--- config.mk ---
export PLATFORM = sky130hd
export DESIGN_NAME = vdc_host
export DESIGN_NICKNAME = d
export VERILOG_FILES = /design/src/vdc_pkg.sv /design/src/vdc_refresh_timer.sv /design/src/vdc_host.sv
export SDC_FILE = /design/constraint.sdc
export NUM_CORES = 1
export LEC_CHECK = 0
export ABC_AREA = 1
export BUFFER_PORTS_ARGS = -buffer_cell sky130_fd_sc_hd__clkbuf_2
export CAP_MARGIN = 30
export CORE_ASPECT_RATIO = 1.4
export CORE_MARGIN = 10
export CORE_UTILIZATION = 55
export DETAILED_ROUTE_END_ITERATION = 8
export PLACE_DENSITY = 0.8
export SLEW_MARGIN = 20
export SYNTH_ARGS = -nofsm -noshare
export SYNTH_HDL_FRONTEND = slang
export SYNTH_SLANG_ARGS = --single-unit
--- constraint.sdc ---
create_clock -name sys_clk_in -period 2.2 [get_ports sys_clk_in]
set_input_delay 0.66 -clock sys_clk_in [delete_from_list [all_inputs] [get_ports sys_clk_in]]
set_output_delay 0.66 -clock sys_clk_in [all_outputs]
set_load 0.03 [all_outputs]
--- src/vdc_pkg.sv ---
// Purpose: Shared constants for the video DRAM host controller.
// Assumes: 10 MHz system clock, one controller state step per clock.
// Notes: Command codes select the cycle type driven onto the device pins.
package vdc_pkg;
  // ==========================================================
  // Widths and geometry
  localparam int ADDR_W = 9;
  localparam int DATA_W = 16;
  localparam int ROWS = 512;
  localparam int SER_LEN = 512;
  // ==========================================================
  // Software register map (word offsets)
  localparam logic [3:0] REG_CMD = 4'h0;
  localparam logic [3:0] REG_ROW = 4'h1;
  localparam logic [3:0] REG_COL = 4'h2;
  localparam logic [3:0] REG_WDATA = 4'h3;
  localparam logic [3:0] REG_RDATA = 4'h4;
  localparam logic [3:0] REG_STATUS = 4'h5;
  localparam logic [3:0] REG_SHIFT = 4'h6;
  localparam logic [3:0] REG_SERIAL = 4'h7;
  // Command field positions in REG_CMD write data.
  localparam int CMD_LSB = 0;
  localparam int CMD_W = 4;
  localparam int BYTE_LO_BIT = 4;
  localparam int BYTE_HI_BIT = 5;
  localparam int WRITE_BIT = 6;
  localparam int REFEN_BIT = 7;
  // Status field positions.
  localparam int ST_BUSY_BIT = 0;
  localparam int ST_HALF_BIT = 1;
  localparam int ST_REFOVR_BIT = 2;
  // ==========================================================
  // Cycle types
  typedef enum logic [3:0] {
    VDC_CMD_RW = 4'h0,
    VDC_CMD_MASKED = 4'h1,
    VDC_CMD_FILL = 4'h2,
    VDC_CMD_MFILL = 4'h3,
    VDC_CMD_LOAD_MASK = 4'h4,
    VDC_CMD_LOAD_COLOR = 4'h5,
    VDC_CMD_COPY = 4'h6,
    VDC_CMD_SPLIT = 4'h7,
    VDC_CMD_REF_CLEAR = 4'h8,
    VDC_CMD_REF_STOP = 4'h9,
    VDC_CMD_REF_KEEP = 4'ha,
    VDC_CMD_REF_ROW = 4'hb
  } vdc_cmd_t;
  // ==========================================================
  // Timing
  localparam int CLK_MHZ = 10;
  localparam int REF_PERIOD_MS = 8;
  localparam int REF_ROWS = 512;
  localparam int REF_INTERVAL_CYC =
    (REF_PERIOD_MS * 1000 * CLK_MHZ) / REF_ROWS;
  localparam int PHASE_CYC = 1;
endpackage

--- src/vdc_refresh_timer.sv ---
// Purpose: Requests one refresh every interval and flags overrun.
// Assumes: Pending request is held until the controller serves it.
// Notes: Interval rounds down so 512 refreshes fit within each period.
`timescale 1ns/10ps
module vdc_refresh_timer #(
  parameter int INTERVAL = vdc_pkg::REF_INTERVAL_CYC
) (
  input wire logic sys_clk_in,
  input wire logic nrst_in,
  input wire logic enable_in,
  input wire logic served_in,
  output logic due_out,
  output logic overrun_out
);
  import vdc_pkg::*;
  logic [16:0] count_q;
  logic due_q;
  logic overrun_q;
  wire tick = (count_q == 17'(INTERVAL - 1));

  always_ff @(posedge sys_clk_in or negedge nrst_in) begin
    if (!nrst_in) begin
      count_q <= 17'h0;
    end else if (!enable_in || tick) begin
      count_q <= 17'h0;
    end else begin
      count_q <= count_q + 17'h1;
    end
  end

  // A new tick wins over a same-cycle service.
  always_ff @(posedge sys_clk_in or negedge nrst_in) begin
    if (!nrst_in) begin
      due_q <= 1'b0;
      overrun_q <= 1'b0;
    end else begin
      if (enable_in && tick) begin
        due_q <= 1'b1;
        if (due_q && !served_in) begin
          overrun_q <= 1'b1;
        end
      end else if (served_in) begin
        due_q <= 1'b0;
      end
    end
  end

  assign due_out = due_q;
  assign overrun_out = overrun_q;

  chk_due_after_tick: assert property (@(posedge sys_clk_in)
    disable iff (!nrst_in) (enable_in && tick) |=> due_q)
    else $error("refresh request not raised at interval end");
endmodule // vdc_refresh_timer

--- src/vdc_host.sv ---
// Purpose: Host controller driving a dual-port video DRAM by its pins.
// Assumes: Device pins sampled synchronously; one pin phase per clock.
// Notes: Software issues one cycle at a time through REG_CMD.
//
// Added by the designer: the register addresses and the address-and-strobe port.
`timescale 1ns/10ps
module vdc_host #(
  parameter int REF_INTERVAL = vdc_pkg::REF_INTERVAL_CYC
) (
  input wire logic sys_clk_in,
  input wire logic nrst_in,
  input wire logic [3:0] reg_addr_in,
  input wire logic [31:0] reg_wdata_in,
  input wire logic reg_wr_in,
  input wire logic reg_rd_in,
  output logic [31:0] reg_rdata_out,
  output logic row_strobe_n_out,
  output logic low_byte_column_strobe_n_out,
  output logic high_byte_column_strobe_n_out,
  output logic [vdc_pkg::ADDR_W-1:0] addr_out,
  output logic write_select_n_out,
  output logic transfer_output_ctl_n_out,
  output logic function_select_out,
  input wire logic [vdc_pkg::DATA_W-1:0] mask_data_io_in,
  output logic [vdc_pkg::DATA_W-1:0] mask_data_io_out,
  output logic mask_data_io_oe_out,
  output logic shift_pulse_out,
  output logic shift_out_gate_n_out,
  input wire logic [vdc_pkg::DATA_W-1:0] serial_out_bus_in,
  input wire logic half_flag_in
);
  import vdc_pkg::*;

  // ==========================================================
  // Cycle sequencer
  typedef enum logic [2:0] {
    VDC_IDLE = 3'b000,
    VDC_ROW = 3'b001,
    VDC_RFALL = 3'b010,
    VDC_COL = 3'b011,
    VDC_CFALL = 3'b100,
    VDC_CBR_C = 3'b101,
    VDC_CBR_R = 3'b110,
    VDC_END = 3'b111
  } vdc_state_t;

  vdc_state_t state_q;
  vdc_cmd_t cmd_q;
  logic [ADDR_W-1:0] row_q, col_q;
  logic [DATA_W-1:0] wdata_q, rdata_q, serial_q;
  logic byte_lo_q, byte_hi_q, write_q, refen_q, ref_cycle_q;
  logic [15:0] shift_left_q;
  logic shift_q, gate_n_q;
  logic ref_due, ref_overrun;
  wire busy = (state_q != VDC_IDLE);
  wire cmd_wr = reg_wr_in && (reg_addr_in == REG_CMD) && !busy;
  wire start_ref = !busy && ref_due && !cmd_wr;
  wire is_ref = (cmd_q == VDC_CMD_REF_CLEAR) || (cmd_q == VDC_CMD_REF_STOP)
    || (cmd_q == VDC_CMD_REF_KEEP);
  wire is_copy = (cmd_q == VDC_CMD_COPY) || (cmd_q == VDC_CMD_SPLIT);
  wire is_masked = (cmd_q == VDC_CMD_MASKED) || (cmd_q == VDC_CMD_MFILL);
  wire is_load = (cmd_q == VDC_CMD_LOAD_MASK)
    || (cmd_q == VDC_CMD_LOAD_COLOR);
  wire is_fill = (cmd_q == VDC_CMD_FILL) || (cmd_q == VDC_CMD_MFILL);

  vdc_refresh_timer #(.INTERVAL(REF_INTERVAL)) u_ref (
    .sys_clk_in(sys_clk_in),
    .nrst_in(nrst_in),
    .enable_in(refen_q),
    .served_in(start_ref),
    .due_out(ref_due),
    .overrun_out(ref_overrun)
  );

  always_ff @(posedge sys_clk_in or negedge nrst_in) begin
    if (!nrst_in) begin
      state_q <= VDC_IDLE;
    end else begin
      unique case (state_q)
        VDC_IDLE: begin
          if (start_ref) begin
            state_q <= VDC_CBR_C;
          end else if (cmd_wr) begin
            state_q <= VDC_ROW;
          end
        end
        VDC_ROW: state_q <= (is_ref) ? VDC_CBR_C : VDC_RFALL;
        VDC_RFALL: state_q <= (cmd_q == VDC_CMD_REF_ROW) ? VDC_END : VDC_COL;
        VDC_COL: state_q <= VDC_CFALL;
        VDC_CFALL: state_q <= VDC_END;
        VDC_CBR_C: state_q <= VDC_CBR_R;
        VDC_CBR_R: state_q <= VDC_END;
        VDC_END: state_q <= VDC_IDLE;
      endcase
    end
  end

  // Command capture; a timer refresh reuses the option-keeping variant.
  always_ff @(posedge sys_clk_in or negedge nrst_in) begin
    if (!nrst_in) begin
      cmd_q <= VDC_CMD_RW;
      byte_lo_q <= 1'b0;
      byte_hi_q <= 1'b0;
      write_q <= 1'b0;
      ref_cycle_q <= 1'b0;
    end else if (start_ref) begin
      cmd_q <= VDC_CMD_REF_KEEP;
      ref_cycle_q <= 1'b1;
    end else if (cmd_wr) begin
      cmd_q <= vdc_cmd_t'(reg_wdata_in[CMD_LSB +: CMD_W]);
      byte_lo_q <= reg_wdata_in[BYTE_LO_BIT];
      byte_hi_q <= reg_wdata_in[BYTE_HI_BIT];
      write_q <= reg_wdata_in[WRITE_BIT];
      ref_cycle_q <= 1'b0;
    end
  end

  always_ff @(posedge sys_clk_in or negedge nrst_in) begin
    if (!nrst_in) begin
      refen_q <= 1'b0;
      row_q <= '0;
      col_q <= '0;
      wdata_q <= '0;
      gate_n_q <= 1'b1;
    end else if (reg_wr_in) begin
      if (reg_addr_in == REG_CMD && !busy) begin
        refen_q <= reg_wdata_in[REFEN_BIT];
      end
      if (reg_addr_in == REG_ROW) row_q <= reg_wdata_in[ADDR_W-1:0];
      if (reg_addr_in == REG_COL) col_q <= reg_wdata_in[ADDR_W-1:0];
      if (reg_addr_in == REG_WDATA) wdata_q <= reg_wdata_in[DATA_W-1:0];
      if (reg_addr_in == REG_SHIFT) gate_n_q <= reg_wdata_in[16];
    end
  end

  // ==========================================================
  // Random-access port pins
  always_comb begin
    row_strobe_n_out = 1'b1;
    low_byte_column_strobe_n_out = 1'b1;
    high_byte_column_strobe_n_out = 1'b1;
    addr_out = row_q;
    write_select_n_out = 1'b1;
    transfer_output_ctl_n_out = 1'b1;
    function_select_out = 1'b0;
    mask_data_io_oe_out = 1'b0;
    mask_data_io_out = wdata_q;
    unique case (state_q)
      VDC_ROW, VDC_RFALL: begin
        row_strobe_n_out = (state_q == VDC_ROW);
        write_select_n_out = !(is_masked);
        transfer_output_ctl_n_out = !is_copy;
        function_select_out = (cmd_q == VDC_CMD_SPLIT) || is_load;
        mask_data_io_oe_out = is_masked;
        mask_data_io_out = wdata_q;
      end
      VDC_COL, VDC_CFALL: begin
        row_strobe_n_out = 1'b0;
        addr_out = col_q;
        low_byte_column_strobe_n_out = !((state_q == VDC_CFALL)
          && (byte_lo_q || is_copy || is_load));
        high_byte_column_strobe_n_out = !((state_q == VDC_CFALL)
          && (byte_hi_q || is_copy || is_load));
        write_select_n_out = !((write_q && !is_copy) || is_load);
        function_select_out = is_fill || (cmd_q == VDC_CMD_LOAD_COLOR);
        mask_data_io_oe_out = (write_q && !is_copy) || is_load;
      end
      VDC_CBR_C, VDC_CBR_R: begin
        row_strobe_n_out = (state_q == VDC_CBR_C);
        low_byte_column_strobe_n_out = 1'b0;
        high_byte_column_strobe_n_out = 1'b0;
        write_select_n_out = (cmd_q != VDC_CMD_REF_STOP);
        function_select_out = (cmd_q != VDC_CMD_REF_CLEAR);
        addr_out = col_q;
      end
      default: begin
      end
    endcase
  end

  always_ff @(posedge sys_clk_in or negedge nrst_in) begin
    if (!nrst_in) begin
      rdata_q <= '0;
    end else if (state_q == VDC_CFALL && !write_q && !is_copy) begin
      rdata_q <= mask_data_io_in;
    end
  end

  // ==========================================================
  // Serial port: pulses run independently of the random port.
  always_ff @(posedge sys_clk_in or negedge nrst_in) begin
    if (!nrst_in) begin
      shift_left_q <= 16'h0;
      shift_q <= 1'b0;
      serial_q <= '0;
    end else begin
      if (reg_wr_in && reg_addr_in == REG_SHIFT) begin
        shift_left_q <= reg_wdata_in[15:0];
        shift_q <= 1'b0;
      end else if (shift_q) begin
        shift_q <= 1'b0;
        serial_q <= serial_out_bus_in;
      end else if (shift_left_q != 16'h0) begin
        shift_q <= 1'b1;
        shift_left_q <= shift_left_q - 16'h1;
      end
    end
  end
  assign shift_pulse_out = shift_q;
  assign shift_out_gate_n_out = gate_n_q;

  // ==========================================================
  // Software read port
  always_ff @(posedge sys_clk_in or negedge nrst_in) begin
    if (!nrst_in) begin
      reg_rdata_out <= 32'h0;
    end else if (reg_rd_in) begin
      unique case (reg_addr_in)
        REG_ROW: reg_rdata_out <= 32'(row_q);
        REG_COL: reg_rdata_out <= 32'(col_q);
        REG_WDATA: reg_rdata_out <= 32'(wdata_q);
        REG_RDATA: reg_rdata_out <= 32'(rdata_q);
        REG_STATUS: reg_rdata_out <= 32'({ref_overrun, half_flag_in,
          busy});
        REG_SERIAL: reg_rdata_out <= 32'(serial_q);
        default: reg_rdata_out <= 32'h0;
      endcase
    end else begin
      reg_rdata_out <= 32'h0;
    end
  end

  chk_ras_idle_high: assert property (@(posedge sys_clk_in)
    disable iff (!nrst_in) (state_q == VDC_IDLE) |-> row_strobe_n_out)
    else $error("row strobe low while idle");
  chk_row_then_fall: assert property (@(posedge sys_clk_in)
    disable iff (!nrst_in) (state_q == VDC_ROW && !is_ref)
    |=> !row_strobe_n_out && $stable(addr_out))
    else $error("row address not held across row strobe fall");
  chk_cas_after_ras: assert property (@(posedge sys_clk_in)
    disable iff (!nrst_in) $fell(low_byte_column_strobe_n_out) && !ref_cycle_q
    && !is_ref |-> !row_strobe_n_out && addr_out == col_q)
    else $error("column strobe fell without row or column address");
  chk_copy_xfer_low: assert property (@(posedge sys_clk_in)
    disable iff (!nrst_in) $fell(row_strobe_n_out) && is_copy
    |-> !transfer_output_ctl_n_out)
    else $error("transfer control not low at copy row fall");
  chk_masked_ws_low: assert property (@(posedge sys_clk_in)
    disable iff (!nrst_in) $fell(row_strobe_n_out) && is_masked
    |-> !write_select_n_out && mask_data_io_oe_out)
    else $error("masked cycle lacks write select low");
  chk_cbr_order: assert property (@(posedge sys_clk_in)
    disable iff (!nrst_in) (state_q == VDC_CBR_C)
    |-> row_strobe_n_out && !low_byte_column_strobe_n_out
    ##1 !row_strobe_n_out)
    else $error("column strobe not ahead of row strobe in refresh");
  chk_clear_fs_low: assert property (@(posedge sys_clk_in)
    disable iff (!nrst_in) (state_q == VDC_CBR_R
    && cmd_q == VDC_CMD_REF_CLEAR) |-> !function_select_out)
    else $error("clearing refresh with function select high");
  chk_shift_pulse_one: assert property (@(posedge sys_clk_in)
    disable iff (!nrst_in) shift_pulse_out |=> !shift_pulse_out)
    else $error("shift pulse longer than one cycle");
endmodule // vdc_host

==> impl_metrics.py, run 1 <==
metrics = {
    "setup_path": {
        "rr_worst_depth": 10,
        "endpoint_kind": "output pin",
        "worstSetupPathType": "flip-flop to output pin",
        "critPathArrivalTime_ns": 1.76,
        "slowest_stage": "dfrtp_2",
        "critPathLaunch": "state_q[2]",
        "worst_path_most_repeated_cell": "o21ai_4",
        "required_ns": 1.54,
        "crit_chain": "nand2_4 > o21ai_4 > nor2_4 > buf_12 > nand2_1 > o21ai_4 > buf_8",
        "crit_path_start_kind": "flip-flop",
        "path_max_fanout": 10,
        "worstReg2RegStart": "shift_left_q[0]",
        "critPathMaxStageDelay_ns": 0.48,
    },
    "layout": {
        "final_cell_count_no_fill": 1128,
        "final_cell_mix": "nand2_1 (265), dfrtp_1 (126), clkbuf_2 (91)",
        "fin_nets": 1043,
        "area_growth_pct": 24.9,
        "fin_util": 0.700,
        "antenna_cells": 0,
        "drive_above_1_share": 0.227,
        "layout_commonest_cell": "nand2_1",
    },
    "synthesis": {
        "avgSynthCellArea_um2": 7.83,
        "synth_cell_types": 40,
        "ys_seq_area_frac": 0.491,
        "syn_area_um2": 6630,
        "yosys.area.top_type": "dfrtp_1",
        "synthTopCellsByArea": "dfrtp_1 (49%), nand2_1 (15%), o21ai_0 (5.7%)",
        "ys_ff_latch": 130,
        "ys_warn_count": 0,
        "synth_top_area_share": 0.487,
        "synthCells": 846,
    },
    "route": {
        "vias": 6048,
        "avgRoutedWirePerCell_um": 16.3,
        "drt_iter0_markers": 348,
        "drtAntennaViolNets": 0,
        "route.detailed.drc": 0,
        "dr.pass1.iters": 5,
        "via_per_inst": 5.36,
        "wl_um": 18400,
    },
    "floorplan": {
        "initial_utilization": 0.561,
        "die_y_um": 150,
        "core-area_um2": 11800,
        "row_count": 47,
        "die-area_um2": 16900,
        "ios": 139,
        "die_x_um": 113,
    },
    "clocking": {
        "cts_buffers": 17,
        "path_clk_slew_ns": 0.06,
        "hold_buffers": 0,
        "cts_tree": "yes",
        "cts.path.max_buffers": 2,
        "htree_levels": 4,
        "clk_latency_ns": 0.42,
        "cts.sinks": 130,
        "ctsRootBufferMaster": "clkbuf_16",
    },
    "placed_design": {
        "hpwl_um": 13400,
        "port_buffers": 107,
        "placed_cells": 1092,
        "place_congestion": 0.901,
        "pre_cts_slack_ns": 0.0280,
    },
    "sta": {
        "max_freq_mhz": 413,
        "fin_tns_setup_ns": -2.39,
        "setup_viol": 15,
        "hold_violations": 0,
        "relSlewSlack": 0.613,
        "skew_ns": 0.00730,
        "tightest_slew_ns": 0.579,
        "setup_ws_ns": -0.221,
        "post-route-min-period_ns": 2.42,
        "drv_slew": 0,
        "final.period_utilization": 1.10,
        "rsz0062_at_grt": "yes",
    },
    "global_route": {
        "grt_pass1_vias": 6100,
        "grt_max_degree": 35,
        "grt_antenna_before_repair": 1,
        "grtUsageTotal": 0.219,
        "gr-total-overflow": 0,
        "grt_pass1_wl_um": 29800,
    },
    "run": {
        "drv_cap": 0,
    },
    "worst_hold_path": {
        "hold_path_class": "input port to asynchronous set/reset pin",
    },
    "power": {
        "p_per_area_nw_per_um2": 1280,
        "p_leak_nw": 4.16,
        "power_w": 0.0106,
        "vdd.ir_drop.worst_mv": 0.576,
    },
    "status": {
        "violations": "negative setup slack",
        "status": "complete, but fails checks",
    },
}
## final timing paths
path | to | slack, ns
worst min register to register | u_ref.overrun_out | 0.46
worst min-delay path | u_ref.count_q[14] | 0.18
min in group sys_clk_in | shift_out_gate_n_out | 0.43
worst max register to register | shift_left_q[4] | 0.43
worst max-delay path | addr_out[8] | -0.22
max in group asynchronous | shift_out_gate_n_out | 1.42
## sequential cells by signal (all words and copies together) (netlist names), 3 cells and up
name	count
row_q	9
state_q	3
serial_q	16
col_q	9
rdata_q	16
u_ref.count_q	17
cmd_q	4
mask_data_io_out	16
reg_rdata_out	16
shift_left_q	16
## critical path, delay by kind of cell, from the launching register on
| kind | cells | cell delay, ns |
|---|---|---|
| flip-flops | 1 | 0.48 |
| AO/OA/AOI/OAI | 2 | 0.16 |
| AND/OR/NAND/NOR | 3 | 0.39 |
| buffers and inverters | 2 | 0.30 |
## cell families (layout without fill, tap and decap cells)
kind of cell	after synthesis	in the layout	synth area share
AO/OA/AOI/OAI	115	115	0.100
XOR/XNOR	8	8	0.0106
adder cells (fa/ha/maj)	2	2	0.00378
buffers and inverters	137	257	0.0936
flip-flops	130	130	0.491
multiplexers	7	7	0.0130
other	1	16	0.000566
AND/OR/NAND/NOR	446	446	0.287
## area by class of cell
cell class | instances | area (um^2)
clock inverter | 15 | 186
multi-input combinational | 594 | 2990
fill | 930 | 3540
timing repair buffer | 128 | 868
clock buffer | 17 | 425
inverter | 97 | 364
tap | 147 | 184
sequential | 130 | 3260
## power breakdown
part,internal (W),total [W],switching (W),leakage (nW)
Combinational,0.00157,0.00419,0.00261,2.22
Sequential,0.00305,0.00355,0.000497,1.66
Clock,0.00179,0.00290,0.00111,0.286
## layer usage
layer / share of wire / GRT usage / routed length, um
met5: 0 / 0 / 0
met3: 0.080 / 0.0637 / 1470
met1: 0.37 / 0.242 / 6770
met2: 0.52 / 0.380 / 9580
met4: 0.031 / 0.102 / 567
## through the flow
stage	area, um^2	hold slack, ns
floorplan	6680	0.364
finish	8280	0.183
detailed placement	7330	0.446
CTS	8080	0.176
global placement	7330	0.442
global route	8280	0.194
## what timing repair did
item / CTS / global route
hold endpoints to repair: 0 / 0
pin swaps: 0 / 4
cloned: 0 / 1
setup buffers: 3 / 0
endpoints found under the setup margin: 15 / 15
gates resized for setup: 43 / 49
## Yosys cell counts, drive strengths merged
| cell type | instances |
|---|---|
| a22oi | 1 |
| nand3 | 57 |
| dfrtp | 129 |
| conb | 1 |
| clkbuf | 6 |
| a22o | 1 |
| dfstp | 1 |
| buf | 34 |
| a21oi | 6 |
| xor2 | 7 |
| nand2 | 273 |
| o22ai | 2 |
| o21ai | 85 |
| nor3 | 14 |
| nand4 | 5 |
| nand3b | 6 |
| mux2 | 7 |
| o31ai | 4 |
| nor3b | 1 |
| o211ai | 16 |
| nor2 | 90 |
| inv | 96 |
| clkinv | 1 |
| ha | 2 |
| xnor2 | 1 |
No activity file was read; power rests on OpenSTA's default activity.
==> run 2: changes to the inputs <==
--- a/config.mk
+++ b/config.mk
@@ -6,13 +6,13 @@
 export NUM_CORES = 1
 export LEC_CHECK = 0
 export ABC_AREA = 1
-export BUFFER_PORTS_ARGS = -buffer_cell sky130_fd_sc_hd__clkbuf_2
 export CAP_MARGIN = 30
 export CORE_ASPECT_RATIO = 1.4
-export CORE_MARGIN = 10
-export CORE_UTILIZATION = 55
+export CORE_UTILIZATION = 64
 export DETAILED_ROUTE_END_ITERATION = 8
+export DONT_BUFFER_PORTS = 1
 export PLACE_DENSITY = 0.8
+export SKIP_LAST_GASP = 1
 export SLEW_MARGIN = 20
 export SYNTH_ARGS = -nofsm -noshare
 export SYNTH_HDL_FRONTEND = slang
==> impl_metrics.py, run 2 (same netlist as run 1, synthesis figures left out) <==
metrics = {
    "status": {
        "status": "complete, but fails checks",
        "violations": "negative hold slack, negative setup slack",
    },
    "layout": {
        "largest_register": "u_ref.count_q",
        "final_cell_mix": "nand2_1 (260), dfrtp_1 (128), inv_1 (91)",
        "antenna_cells": 0,
        "layout_commonest_cell": "nand2_1",
        "fin_util": 0.753,
        "drive_above_1_share": 0.133,
        "final_cell_count_no_fill": 1015,
        "fin_nets": 944,
        "area_growth_pct": 13.8,
        "design_area_um2": 7540,
        "largest_reg_flops": 17,
    },
    "placed_design": {
        "place_congestion": 0.933,
        "placed_cells": 981,
        "dpl_cell_area_um2": 6790,
        "hpwl_um": 11800,
        "port_buffers": 0,
    },
    "route": {
        "wl_um": 17000,
        "route.detailed.drc": 0,
        "dr.pass1.iters": 5,
        "drt_iter0_markers": 402,
        "via_per_inst": 5.64,
        "avgRoutedWirePerCell_um": 16.7,
        "drtAntennaViolNets": 0,
        "vias": 5723,
    },
    "setup_path": {
        "worstReg2RegStart": "shift_left_q[0]",
        "rrSetupSlack_ns": 0.19,
        "worstSetupPathType": "flip-flop to output pin",
        "path_max_fanout": 5,
        "critPathArrivalTime_ns": 1.74,
        "required_ns": 1.54,
        "rr_endpoint": "shift_left_q[4]",
        "crit_path_start_kind": "flip-flop",
        "rr_worst_depth": 10,
        "endpoint_kind": "output pin",
    },
    "clocking": {
        "htree_levels": 4,
        "path_clk_slew_ns": 0.05,
        "cts.path.max_buffers": 2,
        "ctsRootBufferMaster": "clkbuf_16",
        "clk_latency_ns": 0.42,
        "cts.sinks": 130,
        "cts_buffers": 17,
        "cts_tree": "yes",
    },
    "floorplan": {
        "initial_utilization": 0.662,
        "die_y_um": 122,
        "core-area_um2": 10000,
        "die-area_um2": 10800,
        "ios": 139,
        "die_x_um": 88.0,
        "row_count": 43,
    },
    "power": {
        "clkPwrFrac": 0.287,
        "share_seq_of_total_power": 0.371,
        "vdd.ir_drop.worst_mv": 0.816,
        "switchingPower_w": 0.00393,
        "p_leak_nw": 3.67,
        "internal-power_w": 0.00608,
        "p_per_area_nw_per_um2": 1330,
        "comb_power_share": 0.342,
        "swShare": 0.393,
    },
    "sta": {
        "post-route-min-period_ns": 2.40,
        "max_freq_mhz": 417,
        "final.period_utilization": 1.09,
        "relSlewSlack": 0.649,
        "drv_slew": 0,
        "fin_tns_setup_ns": -2.12,
        "setup_ws_ns": -0.200,
        "skew_ns": 0.00582,
        "hold_violations": 129,
        "tightest_slew_ns": 0.525,
        "holdWs_ns": -0.0664,
        "rsz0062_at_grt": "yes",
        "setup_viol": 14,
    },
    "global_route": {
        "grt_pass1_wl_um": 26600,
        "grt_max_degree": 131,
        "grt_pass1_vias": 5614,
        "grt_antenna_before_repair": 0,
        "gr-total-overflow": 0,
        "grtUsageTotal": 0.334,
    },
    "worst_hold_path": {
        "hold_path_class": "input port to asynchronous set/reset pin",
    },
    "run": {
        "drv_cap": 0,
    },
}
-- run 2: final cells by class --
class,count,area [um^2]
clock buffers,19,433
flip-flops and latches,130,3260
inverters,97,364
multi-input cells,596,2930
repair buffers,27,221
well taps,135,169
fillers,784,2470
clock inverters,11,164
-- run 2: how the worst max path moves through the flow --
stage          depth (start not counted)  slack, ns                  end  startpoint
2_1_floorplan                          6      -0.19          addr_out[0]  state_q[0]
6_report                               5      -0.20  mask_data_io_oe_out  state_q[1]
3_3_place_gp                           6       0.03          addr_out[7]  state_q[1]
4_1_cts                                6      -0.17  mask_data_io_oe_out  state_q[0]
3_5_place_dp                           7      -0.09          addr_out[2]  state_q[1]
5_1_grt                                7      -0.27          addr_out[0]  state_q[1]
-- run 2: power by group through the flow --
stage	clock (W)	combinational, W	sequential, W
after floorplan	0	0.00229	0.00359
after global placement	0	0.00289	0.00368
after detailed placement	0	0.00300	0.00372
after CTS	0.00288	0.00336	0.00370
after global routing	0.00298	0.00379	0.00379
final	0.00288	0.00342	0.00372
-- run 2: routing by layer --
metal  up-vias  track usage  part of all wire
li1       2712            -                 -
met1      2712        0.372              0.37
met2       243        0.585              0.52
met3        56       0.0888             0.070
met4         0        0.163             0.040
met5         -            0                 0
-- run 2: metrics by stage --
step	setup slack (ns)	total power, W	hold WS [ns]
after floorplan	-0.192	0.00588	0.364
after global placement	0.0299	0.00657	0.368
after detailed placement	-0.0895	0.00672	0.367
after CTS	-0.168	0.00994	-0.0680
after global routing	-0.271	0.0106	-0.0750
final	-0.200	0.0100	-0.0664
-- run 2: worst max-delay path: stages, from the launching register on --
cell      delay [ns]
dfrtp_1         0.42
nand2_2         0.11
o21ai_4         0.31
o211ai_1        0.19
o31ai_1         0.10
buf_4           0.19
-- run 2: repair_timing --
| action | CTS | global route |
|---|---|---|
| gates resized for setup | 38 | 6 |
| setup buffers | 1 | 1 |
| gates cloned | 2 | 0 |
| setup endpoints to repair | 14 | 15 |
| endpoints found under the hold margin | 129 | 129 |
| pin swaps | 6 | 5 |
